## src/common/sar_adc_map.svh

```systemverilog
// register offsets, field positions, reset values and timing counts of the converter
`ifndef SAR_ADC_MAP_SVH
`define SAR_ADC_MAP_SVH

// ==========================================
// register byte offsets
`define ADC_OFS_MAIN     12'h000
`define ADC_OFS_PORTREF  12'h004
`define ADC_OFS_CFG      12'h008
`define ADC_OFS_RESHI    12'h00C
`define ADC_OFS_RESLO    12'h010
`define ADC_OFS_FLAG     12'h014

// ==========================================
// field positions
`define ADC_ON_BIT       0
`define ADC_GO_BIT       1
`define ADC_FMT_BIT      7
`define ADC_ACQ_HI       5
`define ADC_ACQ_LO       3
`define ADC_CLK_HI       2
`define ADC_CLK_LO       0
`define ADC_REFPOS_BIT   4
`define ADC_REFNEG_BIT   5
`define ADC_FLAG_BIT     0

// ==========================================
// reset values and write masks
`define ADC_MAIN_RST     2'h0
`define ADC_PORTREF_RST  6'h00
`define ADC_CFG_RST      8'h00
`define ADC_CFG_WMASK    8'hBF

// ==========================================
// timing
`define ADC_CLK_NS       8
`define ADC_TCY_NS       32
`define ADC_TCY_CYCLES   ((`ADC_TCY_NS + `ADC_CLK_NS - 1) / `ADC_CLK_NS)
`define ADC_GAP_TAD      2
`define ADC_CONV_TAD     11

`endif

```

## src/common/sar_adc_pkg.sv

```systemverilog
// types and decode functions shared by the converter sequencer files
package sar_adc_pkg;

    typedef enum logic [4:0] {
        ST_SAMPLE = 5'b00001,
        ST_RCWAIT = 5'b00010,
        ST_ACQ    = 5'b00100,
        ST_CONV   = 5'b01000,
        ST_GAP    = 5'b10000
    } seq_state_t;

    typedef struct packed {
        logic       enable;
        logic       sampleEn;
        logic       refPosPin;
        logic       refNegPin;
        logic [9:0] dacCode;
    } analog_ctrl_t;

    // codes x11 pick the private rc clock
    function automatic logic is_rc(input logic [2:0] sel);
        return sel[1:0] == 2'b11;
    endfunction

    // last divider count for each oscillator code
    function automatic logic [5:0] div_last(input logic [2:0] sel);
        case (sel)
            3'h0:    div_last = 6'h01;
            3'h1:    div_last = 6'h07;
            3'h2:    div_last = 6'h1F;
            3'h4:    div_last = 6'h03;
            3'h5:    div_last = 6'h0F;
            3'h6:    div_last = 6'h3F;
            default: div_last = 6'h00;
        endcase
    endfunction

    // bit periods of automatic acquisition
    function automatic logic [4:0] acq_tads(input logic [2:0] sel);
        case (sel)
            3'h0:    acq_tads = 5'h00;
            3'h1:    acq_tads = 5'h02;
            3'h2:    acq_tads = 5'h04;
            3'h3:    acq_tads = 5'h06;
            3'h4:    acq_tads = 5'h08;
            3'h5:    acq_tads = 5'h0C;
            3'h6:    acq_tads = 5'h10;
            default: acq_tads = 5'h14;
        endcase
    endfunction

endpackage

```

## src/rtl/tad_tick_gen.sv

```systemverilog
// bit period tick generator: oscillator divider or private rc clock edges
`timescale 1ns/1ps
module tad_tick_gen (
    // clock and reset
    input  wire logic       clk,
    input  wire logic       rst,
    // control
    input  wire logic       run,
    input  wire logic [2:0] clkSel,
    input  wire logic       rcRise,
    // one pulse per bit period
    output logic            tick
);
    logic [5:0] divCnt_r;
    wire  [5:0] divEnd = sar_adc_pkg::div_last(clkSel);
    wire        rcMode = sar_adc_pkg::is_rc(clkSel);

    // [RL3] divider or rc edge
    assign tick = run && (rcMode ? rcRise : (divCnt_r == divEnd));

    always_ff @(posedge clk or posedge rst) begin
        if (rst) begin
            divCnt_r <= 6'h00;
        end else if (!run || tick || rcMode) begin
            divCnt_r <= 6'h00;
        end else begin
            divCnt_r <= divCnt_r + 6'h01;
        end
    end
endmodule

```

## src/rtl/sar_step_engine.sv

```systemverilog
// successive approximation register: one decision per bit period
`timescale 1ns/1ps
module sar_step_engine (
    // clock and reset
    input  wire logic       clk,
    input  wire logic       rst,
    // control
    input  wire logic       active,
    input  wire logic       tick,
    input  wire logic       compHigh,
    // results
    output logic [9:0]      dacCode,
    output logic            done
);
    logic [3:0] step_r;
    logic [9:0] trial_r;
    logic       done_r;
    wire  [3:0] bitPos = 4'(4'hA - step_r);
    wire  [3:0] nextPos = 4'(bitPos - 4'h1);

    assign dacCode = trial_r;
    assign done    = done_r;

    // [RL7] keep or drop trial bit
    always_ff @(posedge clk or posedge rst) begin
        if (rst) begin
            step_r  <= 4'h0;
            trial_r <= 10'h000;
            done_r  <= 1'b0;
        end else begin
            done_r <= 1'b0;
            if (!active) begin
                step_r  <= 4'h0;
                trial_r <= 10'h000;
            end else if (tick && step_r <= 4'hA) begin
                step_r <= step_r + 4'h1;
                if (step_r == 4'h0) begin
                    trial_r <= 10'h200;
                end else begin
                    trial_r[bitPos] <= compHigh;
                    if (bitPos != 4'h0) begin
                        trial_r[nextPos] <= 1'b1;
                    end
                end
                // [RL21] eleven bit periods
                if (step_r == 4'hA) begin
                    done_r <= 1'b1;
                end
            end
        end
    end
endmodule

```

## src/rtl/sar_adc_sequencer.sv

```systemverilog
// apb register file and acquisition/conversion sequencer of the 10-bit converter
// ==========================================
// Overview of operation
// [RL1] format bit 7 set gives right justified result, clear gives left
// [RL2] acquisition codes 000..111 give 0,2,4,6,8,12,16,20 bit periods
// [RL3] clock codes pick oscillator /2,/8,/32,/4,/16,/64 or rc for x11
// [RL4] rc clock selected: wait one instruction cycle before bit clock starts
// [RL5] references come from supply rails or reference pins per software
// [RL6] software selects rc clock before starting when sleeping
// [RL7] result built by successive approximation of the held sample
// [RL8] on completion load result pair, clear go/done, set done flag
// [RL9] reset clears registers, turns converter off, aborts conversion
// [RL10] result pair is not initialised by reset
// [RL11] after conversion wait at least two bit periods before acquisition
// [RL12] conversion start disconnects the holding capacitor
// [RL13] acquisition code 000: go/done starts conversion at once
// [RL14] nonzero code: keep sampling programmed periods, then convert
// [RL15] after completion sampling of the selected input resumes by itself
// [RL16] no status separates acquisition from conversion; go/done set across both
// [RL17] software configures, enables, sets go/done, waits, then reads result
// [RL18] configuration bit 6 ignores writes, reads zero; others reset to zero
// [RL19] main control bit 1 is go/done busy, bit 0 enables converter
// [RL20] clearing go/done mid conversion aborts, result pair kept
// [RL21] each conversion takes eleven bit periods
// [RL22] unused six bits of the justified result pair read zero
`timescale 1ns/1ps
`include "sar_adc_map.svh"
module sar_adc_sequencer (
    // clock and reset
    input  wire logic                      clk,
    input  wire logic                      rst,
    // apb slave
    input  wire logic                      psel,
    input  wire logic                      penable,
    input  wire logic                      pwrite,
    input  wire logic [11:0]               paddr,
    input  wire logic [31:0]               pwdata,
    output logic      [31:0]               prdata,
    output logic                           pready,
    output logic                           pslverr,
    // analog side
    input  wire logic                      compIn,
    input  wire logic                      rcClkIn,
    output sar_adc_pkg::analog_ctrl_t      anaCtrl,
    // status level
    output logic                           convDoneFlag
);

    // ==========================================
    // register select
    function automatic logic [5:0] reg_sel(input logic [11:0] a);
        reg_sel = {a == `ADC_OFS_FLAG, a == `ADC_OFS_RESLO,
                   a == `ADC_OFS_RESHI, a == `ADC_OFS_CFG,
                   a == `ADC_OFS_PORTREF, a == `ADC_OFS_MAIN};
    endfunction

    // [RL1] justify the ten bit result
    function automatic logic [15:0] justify(input logic [9:0] r, input logic right);
        // [RL22] unused bits zero
        justify = right ? {6'h00, r} : {r, 6'h00};
    endfunction

    sar_adc_pkg::seq_state_t state_r;
    sar_adc_pkg::seq_state_t stateNxt;
    logic [4:0]  cnt_r;
    logic [4:0]  cntNxt;
    logic        on_r;
    logic        go_r;
    logic [5:0]  portRef_r;
    logic [7:0]  cfg_r;
    logic [7:0]  resHigh_r;
    logic [7:0]  resLow_r;
    logic        flag_r;
    logic [31:0] prdata_r;
    logic        compS1_r;
    logic        rcS1_r;
    logic        rcS2_r;
    logic        rcS3_r;
    logic        tick;
    logic        engDone;
    logic [9:0]  dacCode;

    // ==========================================
    // apb decode
    wire        setup   = psel && !penable;
    wire        access  = psel && penable;
    wire [5:0]  rdSel   = reg_sel(paddr);
    wire        mapped  = |rdSel;
    wire        wrEn    = access && pwrite && mapped;
    wire        wrMain  = wrEn && rdSel[0];
    wire        wrPort  = wrEn && rdSel[1];
    wire        wrCfg   = wrEn && rdSel[2];
    wire        wrResHi = wrEn && rdSel[3];
    wire        wrResLo = wrEn && rdSel[4];
    wire        wrFlag  = wrEn && rdSel[5];

    assign pready  = psel;
    assign pslverr = access && !mapped;
    assign prdata  = prdata_r;

    wire [2:0]  acqSel  = cfg_r[`ADC_ACQ_HI:`ADC_ACQ_LO];
    wire [2:0]  clkSel  = cfg_r[`ADC_CLK_HI:`ADC_CLK_LO];
    wire [4:0]  acqLast = 5'(sar_adc_pkg::acq_tads(acqSel) - 5'h01);
    wire        acqZero = (acqSel == 3'h0);
    wire        rcSel   = sar_adc_pkg::is_rc(clkSel);
    wire        rcRise  = rcS2_r && !rcS3_r;

    // [RL19] go/done and enable
    wire [31:0] mainRd  = {30'h0000_0000, go_r, on_r};
    wire [31:0] portRd  = {26'h000_0000, portRef_r};
    wire [31:0] cfgRd   = {24'h00_0000, cfg_r};
    wire [31:0] resHiRd = {24'h00_0000, resHigh_r};
    wire [31:0] resLoRd = {24'h00_0000, resLow_r};
    wire [31:0] flagRd  = {31'h0000_0000, flag_r};

    wire [31:0] rdMux = ({32{rdSel[0]}} & mainRd)
                      | ({32{rdSel[1]}} & portRd)
                      | ({32{rdSel[2]}} & cfgRd)
                      | ({32{rdSel[3]}} & resHiRd)
                      | ({32{rdSel[4]}} & resLoRd)
                      | ({32{rdSel[5]}} & flagRd);

    // read data is captured in setup, shown in access
    always_ff @(posedge clk or posedge rst) begin
        if (rst) begin
            prdata_r <= 32'h0000_0000;
        end else if (setup && !pwrite) begin
            prdata_r <= rdMux;
        end
    end

    // ==========================================
    // comparator gets one stage: it follows our dac code, and /2 leaves no room for two
    always_ff @(posedge clk or posedge rst) begin
        if (rst) begin
            compS1_r <= 1'b0;
            rcS1_r   <= 1'b0;
            rcS2_r   <= 1'b0;
            rcS3_r   <= 1'b0;
        end else begin
            compS1_r <= compIn;
            rcS1_r   <= rcClkIn;
            rcS2_r   <= rcS1_r;
            rcS3_r   <= rcS2_r;
        end
    end

    // ==========================================
    // control registers
    // [RL9] reset clears control state
    always_ff @(posedge clk or posedge rst) begin
        if (rst) begin
            on_r      <= 1'b0;
            portRef_r <= `ADC_PORTREF_RST;
            cfg_r     <= `ADC_CFG_RST;
        end else begin
            if (wrMain) begin
                on_r <= pwdata[`ADC_ON_BIT];
            end
            if (wrPort) begin
                portRef_r <= pwdata[5:0];
            end
            // [RL18] bit 6 ignores writes
            if (wrCfg) begin
                cfg_r <= pwdata[7:0] & `ADC_CFG_WMASK;
            end
        end
    end

    // [RL16] go/done spans both phases; set only once already enabled
    always_ff @(posedge clk or posedge rst) begin
        if (rst) begin
            go_r <= 1'b0;
        // [RL8] completion clears go/done
        end else if (engDone || !on_r) begin
            go_r <= 1'b0;
        end else if (wrMain) begin
            go_r <= pwdata[`ADC_GO_BIT] && pwdata[`ADC_ON_BIT];
        end
    end

    // [RL8] done flag, set wins over clear
    always_ff @(posedge clk or posedge rst) begin
        if (rst) begin
            flag_r <= 1'b0;
        end else if (engDone) begin
            flag_r <= 1'b1;
        end else if (wrFlag) begin
            flag_r <= pwdata[`ADC_FLAG_BIT];
        end
    end
    assign convDoneFlag = flag_r;

    // ==========================================
    // result pair
    wire [15:0] resFmt = justify(dacCode, cfg_r[`ADC_FMT_BIT]);

    // [RL10] no reset on purpose: contents undefined until loaded
    always_ff @(posedge clk) begin
        // [RL8] load on completion
        if (engDone) begin
            resHigh_r <= resFmt[15:8];
            resLow_r  <= resFmt[7:0];
        end else begin
            if (wrResHi) begin
                resHigh_r <= pwdata[7:0];
            end
            if (wrResLo) begin
                resLow_r <= pwdata[7:0];
            end
        end
    end

    // ==========================================
    // sequencer
    wire inConv = (state_r == sar_adc_pkg::ST_CONV);
    wire busy   = (state_r == sar_adc_pkg::ST_RCWAIT)
               || (state_r == sar_adc_pkg::ST_ACQ) || inConv;
    wire runTad = (state_r == sar_adc_pkg::ST_ACQ) || inConv
               || (state_r == sar_adc_pkg::ST_GAP);

    always_comb begin
        stateNxt = state_r;
        cntNxt   = cnt_r;
        case (state_r)
            sar_adc_pkg::ST_SAMPLE: begin
                cntNxt = 5'h00;
                if (go_r && on_r) begin
                    // [RL4] rc clock waits one instruction cycle
                    if (rcSel) begin
                        stateNxt = sar_adc_pkg::ST_RCWAIT;
                    // [RL13] code 000 converts at once
                    end else if (acqZero) begin
                        stateNxt = sar_adc_pkg::ST_CONV;
                    // [RL14] programmed acquisition first
                    end else begin
                        stateNxt = sar_adc_pkg::ST_ACQ;
                    end
                end
            end
            sar_adc_pkg::ST_RCWAIT: begin
                if (cnt_r == 5'(`ADC_TCY_CYCLES - 1)) begin
                    cntNxt   = 5'h00;
                    stateNxt = acqZero ? sar_adc_pkg::ST_CONV : sar_adc_pkg::ST_ACQ;
                end else begin
                    cntNxt = cnt_r + 5'h01;
                end
            end
            sar_adc_pkg::ST_ACQ: begin
                // [RL2] count programmed bit periods
                if (tick && cnt_r == acqLast) begin
                    cntNxt   = 5'h00;
                    stateNxt = sar_adc_pkg::ST_CONV;
                end else if (tick) begin
                    cntNxt = cnt_r + 5'h01;
                end
            end
            sar_adc_pkg::ST_CONV: begin
                cntNxt = 5'h00;
                if (engDone) begin
                    stateNxt = sar_adc_pkg::ST_GAP;
                end
            end
            sar_adc_pkg::ST_GAP: begin
                // [RL11] two bit periods idle
                if (tick && cnt_r == 5'(`ADC_GAP_TAD - 1)) begin
                    cntNxt   = 5'h00;
                    // [RL15] back to sampling
                    stateNxt = sar_adc_pkg::ST_SAMPLE;
                end else if (tick) begin
                    cntNxt = cnt_r + 5'h01;
                end
            end
            default: begin
                stateNxt = sar_adc_pkg::ST_SAMPLE;
                cntNxt   = 5'h00;
            end
        endcase
        // [RL20] go/done cleared mid run aborts
        if (busy && !go_r && !engDone) begin
            stateNxt = sar_adc_pkg::ST_GAP;
            cntNxt   = 5'h00;
        end
        // [RL9] converter off aborts at once
        if (!on_r) begin
            stateNxt = sar_adc_pkg::ST_SAMPLE;
            cntNxt   = 5'h00;
        end
    end

    always_ff @(posedge clk or posedge rst) begin
        if (rst) begin
            state_r <= sar_adc_pkg::ST_SAMPLE;
            cnt_r   <= 5'h00;
        end else begin
            state_r <= stateNxt;
            cnt_r   <= cntNxt;
        end
    end

    // ==========================================
    // bit period and approximation
    tad_tick_gen u_tick (
        .clk    (clk),
        .rst    (rst),
        .run    (runTad),
        .clkSel (clkSel),
        .rcRise (rcRise),
        .tick   (tick)
    );

    sar_step_engine u_sar (
        .clk      (clk),
        .rst      (rst),
        .active   (inConv && go_r),
        .tick     (tick),
        .compHigh (compS1_r),
        .dacCode  (dacCode),
        .done     (engDone)
    );

    // ==========================================
    // analog controls
    // [RL12] holding capacitor off once conversion starts
    wire sampling = on_r && ((state_r == sar_adc_pkg::ST_SAMPLE)
                  || (state_r == sar_adc_pkg::ST_ACQ)
                  || ((state_r == sar_adc_pkg::ST_RCWAIT) && !acqZero));

    assign anaCtrl.enable   = on_r;
    assign anaCtrl.sampleEn = sampling;
    // [RL5] reference source select
    assign anaCtrl.refPosPin = portRef_r[`ADC_REFPOS_BIT];
    assign anaCtrl.refNegPin = portRef_r[`ADC_REFNEG_BIT];
    assign anaCtrl.dacCode   = dacCode;
endmodule

```

## config.mk

```make
export PLATFORM = sky130hd
export DESIGN_NAME = sar_adc_sequencer
export DESIGN_NICKNAME = d
export VERILOG_FILES = /design/src/common/sar_adc_pkg.sv /design/src/rtl/tad_tick_gen.sv /design/src/rtl/sar_step_engine.sv /design/src/rtl/sar_adc_sequencer.sv
export VERILOG_INCLUDE_DIRS = /design/src /design/src/common
export SDC_FILE = /design/constraint.sdc
export NUM_CORES = 1
export LEC_CHECK = 0
export BUFFER_PORTS_ARGS = -buffer_cell sky130_fd_sc_hd__buf_2
export CAP_MARGIN = 20
export CORE_MARGIN = 4
export CORE_UTILIZATION = 56
export CTS_CLUSTER_DIAMETER = 200
export DETAILED_ROUTE_END_ITERATION = 10
export GPL_TIMING_DRIVEN = 1
export PLACE_DENSITY_LB_ADDON = 0.2
export SLEW_MARGIN = 20
export SYNTH_ARGS = -nofsm -noshare
export SYNTH_HDL_FRONTEND = slang
export SYNTH_HIERARCHICAL = 1
export SYNTH_SLANG_ARGS = --single-unit
export TNS_END_PERCENT = 5
```

## constraint.sdc

```tcl
create_clock -name clk -period 3.7 [get_ports clk]
set_input_delay 0.74 -clock clk [delete_from_list [all_inputs] [get_ports clk]]
set_output_delay 0.74 -clock clk [all_outputs]
set_load 0.05 [all_outputs]
```

# --- Word level (Yosys, flattened, before mapping) ---
# Index checks and enable logic that the tools add are counted.
op_classes:
  bitwise_logic: 12
  n_addsub: 6
  n_reduce_logical: 55
  magnitude_cmp: 5
  n_eq_ne: 33
  mux: 44
ops:
  columns: ["cell", "count"]
  rows:
  - ["$or 32x32->32", 5]
  - ["$and 32x8->32", 3]
  - ["$mux 5", 13]
  - ["$mux 10", 4]
  - ["$pmux 6 s6", 1]
  - ["$pmux 5 s7", 1]
  - ["$and 32x1->32", 1]
  - ["$and 32x2->32", 1]
  - ["$and 32x6->32", 1]
  - ["$mux 8", 4]
  - ["$logic_and 1x1->1", 26]
  - ["$pmux 5 s5", 1]
  - ["$eq 12x4->1 const B", 2]
  - ["$eq 12x5->1 const B", 2]
  - ["$eq 3x3->1 const B", 6]
  - ["$mux 16", 1]
  - ["$mux 4", 4]
  - ["$pmux 5 s3", 1]
  - ["$eq 12x3->1 const B", 1]
  - ["$logic_not 12->1", 1]
  - ["$ne 4x4->1 const B", 3]
  - ["$bwmux 10", 1]
  - ["$eq 5x1->1 const B", 2]
  - ["$eq 5x2->1 const B", 2]
  - ["other kinds (32)", 68]
word_totals:
  in_bits: 51
  regBits: 99
  output_inout_bits: 49

# --- Longest topological paths before layout ---
depth:
  ltp_word: 11
  mapped_depth: 12
  ltp_nobuf: 11

# --- Cells and area by module ---
# Netlist, hierarchy kept.
by_module_without_submodules:
  columns: ["mod", "area_each_um2", "seq_area_each_um2", "n_inst", "cells_per_inst"]
  rows:
  - ["sar_adc_sequencer", 3244.4, 1432.6, 1, 330]
  - ["sar_step_engine", 1168.6, 375.4, 1, 132]
  - ["tad_tick_gen", 533.0, 150.1, 1, 53]

# --- Worst setup path before layout ---
# Ideal clock, no wire load.
synth_path:
  kind: "register to register"
  start: "register cfg_r[1]"
  end: "register u_sar.trial_r[8] (netlist: u_sar/dacCode[8])"
  path_stages_with_launch: 12
  setup_slack_ns: 0.733
  arrival_time_ns: 2.879
  synth_period_minus_slack_ns: 2.967
  cell_sequence: "dfrtp_1 inv_1 ha_1 nor2b_1 a2111oi_2 o221a_1 a41o_1 o311a_1 buf_2 nand3_1 or4b_1 o211ai_1"
synth_between:
  elab_chain_len: 7
  word_cells_on_any_way: 13
  classes_between: "eq/ne (8); mux (2); reduce/logical (3)"
synth_rtl:
  columns: ["item", "line_no", "source"]
  rows:
  - ["from (decl)", "sar_adc_sequencer.sv:70", "logic [7:0] cfg_r;"]
  - ["from (signal assigned)", "sar_adc_sequencer.sv:155", "cfg_r <= `ADC_CFG_RST;"]
  - ["from (signal assigned)", "sar_adc_sequencer.sv:165", "cfg_r <= pwdata[7:0] & `ADC_CFG_WMASK;"]
  - ["$eq 3x3->1, or another cell as far along", "sar_adc_pkg.sv:27", "case (sel)"]
  - ["$pmux 6 s6", "sar_adc_pkg.sv:27", null]
  - ["$eq 6x6->1", "tad_tick_gen.sv:19", "assign tick = run && (rcMode ? rcRise : (divCnt_r == divEnd));"]
  - ["$mux 1 *", "tad_tick_gen.sv:19", null]
  - ["$logic_and 1x1->1 *", "tad_tick_gen.sv:19", null]
  - ["named net tick", "sar_adc_sequencer.sv:79", "logic tick;"]
  - ["$logic_and 1x1->1 *", "sar_step_engine.sv:35", "end else if (tick && step_r <= 4'hA) begin"]
  - ["$ne 2x2->1 (no source line) *", null, null]
  - ["to (signal, indexed assignment)", "sar_step_engine.sv:40", "trial_r[bitPos] <= compHigh;"]
  - ["to (decl)", "sar_step_engine.sv:16", "logic [9:0] trial_r;"]
# The timed path passes the listed nets; every way through them passes the cells marked *.
# A chain may end at the register's enable or synchronous reset.

# --- Worst setup path after layout ---
# Same ends and word-level chain as after synthesis.

==> run_results.csv <==
group,metric,value,unit
run_status,status,"finished, final reports clean",
yosys,synth_cell_type_count,78,
pwr,power_switching,0.4424,mW
sta,worstMarginPinSlew,0.8017,ns
final_layout,final_cell_mix,"58 x dfrtp_1, 51 x buf_2, 49 x nand2_1",
sta,skew,0.01436,ns
sta,finalMaxSlewViolations,0,
drt,wl,11060,um
worst_setup_path,r2r_start,"cfg_r[1]",
yosys,synth_edf_count,16,
floorplan,core,0.008678,mm2
clock_network,cts.sinks,75,
global_route,grt_pass1_wl,18150,um
drt,drtIter0Drc,271,
clock_network,cts_buffers,9,
floorplan,rows,34,
yosys,ys_seq_area_frac,0.3959,
pwr,power_density,304.1,mW/mm2
worst_setup_path,reg2reg_slack,0.43,ns
worst_hold_path,hold_class,"primary input to asynchronous set/reset pin",
global_route,grt_pass1_vias,3740,
clock_network,post_cts_resized,0,
worst_setup_path,rr_worst_depth,10,
sta,fin_tns_setup,0,ns
place,place_congestion,0.9083,
yosys,ys_warn_count,6,
floorplan,die_h,102.0,um
floorplan,fp.dieArea,0.01040,mm2
sta,timing.slew.headroom,0.4644,
worst_setup_path,crit_type,"flop to flop",
yosys,async_flop_share,0.7867,
global_route,grt_max_degree,36,
yosys,ys_ff_latch,75,
drt,wirelength_met1,4958,um
sta,fmax,306.0,MHz
sta,min_period_over_period,0.8831,
worst_setup_path,end_kind,"flop",
global_route,grt_use_total,0.2181,
pwr,power_frac_seq,0.520,
final_layout,diodes,0,
clock_network,path_clk_slew,0.09,ns
pwr,comb_power_share,0.072,
pwr,p_leak,2.331,nW
pwr,clkPwrFrac,0.409,
drt,avgRoutedWirePerCell,16.55,um
yosys,synth-main-ff-cell,"dfrtp_1",
worst_setup_path,arrival,3.54,ns
place,place_inst,652,
final_layout,syn2layout_area_growth,8.550,%
run,cap_violations,0,
drt,num_vias,3965,
drt,dr.pass1.iters,5,
clock_network,htreeDepth,3,
drt,vias_per_cell,5.936,
drt,highest_layer,"met4",
yosys,synth.cell_area,0.004946,mm2
yosys,synth_area_per_cell,9.604,um2
place,hpwl,8197,um
floorplan,start_util,0.5699,
drt,drc,0,
pwr,p_int,1.190,mW
sta,finalSetupViolCount,0,
clock_network,hold_buffers,0,
floorplan,ios,100,
drt,route.antenna.remaining_nets,0,
worst_setup_path,cp-start-kind,"flop",
pwr,power,1.633,mW
sta,layout_min_cycle_time,3.267,ns
global_route,gr-total-overflow,0,
final_layout,final_nets,623,
drt,route.met2.wl,5344,um
final_layout,utilization,0.6187,
place,numPortBuffers,51,
pwr,peakVddDrop,0.2232,mV
clock_network,cts_tree,"done",
worst_setup_path,critical_path_required,3.97,ns
floorplan,die_x,102.0,um
final_layout,fillers,736,
worst_setup_path,crit_fanout,10,
drt,wl_met3,620,um
final_layout,final_common_cell,"dfrtp_1",
global_route,antenna_found_initial,0,
clock_network,clock_latency,0.36,ns
clock_network,post_cts_buffers,0,
sta,finalHoldViolations,0,
final_layout,layout-drive-gt1-share,0.1786,
worst_setup_path,r2r_end,"u_sar/dacCode[8]",
clock_network,cts_root_buf,"clkbuf_8",
clock_network,clockBufferDepth,2,
pwr,switching_share,0.2709,
sta,rsz0062_at_grt,"no",
yosys,syn_inst,515,
final_layout,final_cells,668,
cell families after synthesis:
logic type / Yosys count / synth area share
and+or+nand+nor: 184 / 0.2009
AOI/OAI and AO/OA: 100 / 0.1462
DFF: 75 / 0.3959
buffers and inverters: 75 / 0.07994
muxes: 44 / 0.09689
xor gates and xnor gates: 19 / 0.03643
adders and majority gates: 17 / 0.04300
other: 1 / 0.0007582
sequential cells by signal (all words and copies together), names as in the netlist, 5 cells and up:
name	cells
u_tick/divCnt_r	6
cnt_r	5
state_r	5
prdata	8
u_sar/dacCode	10
resLow_r	8
resHigh_r	8
cfg_r	7
portRef_r	6
how the worst max path moves through the flow:
stage / start / to / slack (ns)
finish: cfg_r[1] / u_sar/dacCode[8] / 0.43
global placement: cfg_r[1] / u_sar/dacCode[8] / 0.53
detailed placement: cfg_r[1] / u_sar/dacCode[8] / 0.43
floorplan: cfg_r[1] / u_sar/dacCode[8] / 0.73
global route: cfg_r[1] / state_r[0] / 0.10
CTS: cfg_r[1] / u_sar/dacCode[8] / 0.40
final cells by class:
class	instances	area, um2	share of cell area
Multi-Input combinational cell	388	2679	0.4990
Sequential cell	75	1958	0.3647
Timing Repair Buffer	57	300.3	0.05593
Tap cell	108	135.1	0.02517
Clock buffer	9	123.9	0.02307
Inverter	24	90.09	0.01678
Clock inverter	7	82.58	0.01538
layer usage:
| layer | vias to the layer above | global-route usage |
|---|---|---|
| met5 | - | 0 |
| met4 | 0 | 0.07770 |
| met3 | 12 | 0.03072 |
| met2 | 132 | 0.3513 |
| met1 | 1925 | 0.3014 |
| li1 | 1896 | - |
power groups by stage:
stage	Clock (mW)	Combinational (mW)	Sequential (mW)
finish	0.667	0.117	0.848
global route	0.715	0.127	0.849
CTS	0.677	0.118	0.848
detailed placement	0	0.118	0.865
global placement	0	0.116	0.865
floorplan	0	0.111	0.863
worst max-delay path, stage by stage (launching register included):
cell and delay, ns:
dfrtp_1 0.51, inv_1 0.09, ha_1 0.25, nor2b_1 0.16, a2111oi_2 0.40, o221a_1 0.26
a41o_1 0.37, o311a_1 0.26, nand3_1 0.23, or4b_1 0.56, o211ai_1 0.10
cells in the mapped netlist, types with 3 or more instances:
master    instances  area share
dfrtp_1          58        0.29
a31oi_1           5      0.0063
mux2i_1          22       0.045
a222oi_1          4      0.0081
nor3_1           10       0.010
nor2_1           28       0.021
o21ai_0          19       0.019
clkbuf_1         16       0.012
buf_4            29       0.044
ha_1             17       0.043
o21ai_1           6      0.0061
a211oi_1          9       0.014
nand2_1          49       0.037
o21bai_1          3      0.0046
xor2_1            5      0.0089
nor3b_1           5      0.0076
buf_2             4      0.0040
mux2_2            8       0.018
nor2b_1           9       0.011
mux2_1           13       0.030
edfxtp_1         16       0.097
or3_1             8       0.010
nand3_1          23       0.023
a21oi_1          18       0.018
inv_1            22       0.017
nand2b_1         18       0.023
nand4_1           7      0.0089
and3_1            4      0.0051
o221ai_1          4      0.0071
xnor2_1          13       0.023
per-stage QoR:
step | worst slack [ns] | hold WS, ns | area, um2
3_5_place_dp | 0.4336 | 0.3538 | 5162
4_1_cts | 0.4036 | 0.2887 | 5369
2_1_floorplan | 0.7332 | 0.3312 | 5032
5_1_grt | 0.1026 | 0.3038 | 5369
6_report | 0.4325 | 0.2949 | 5369
3_3_place_gp | 0.5279 | 0.3378 | 5162
No activity file was read; power rests on OpenSTA's default activity.
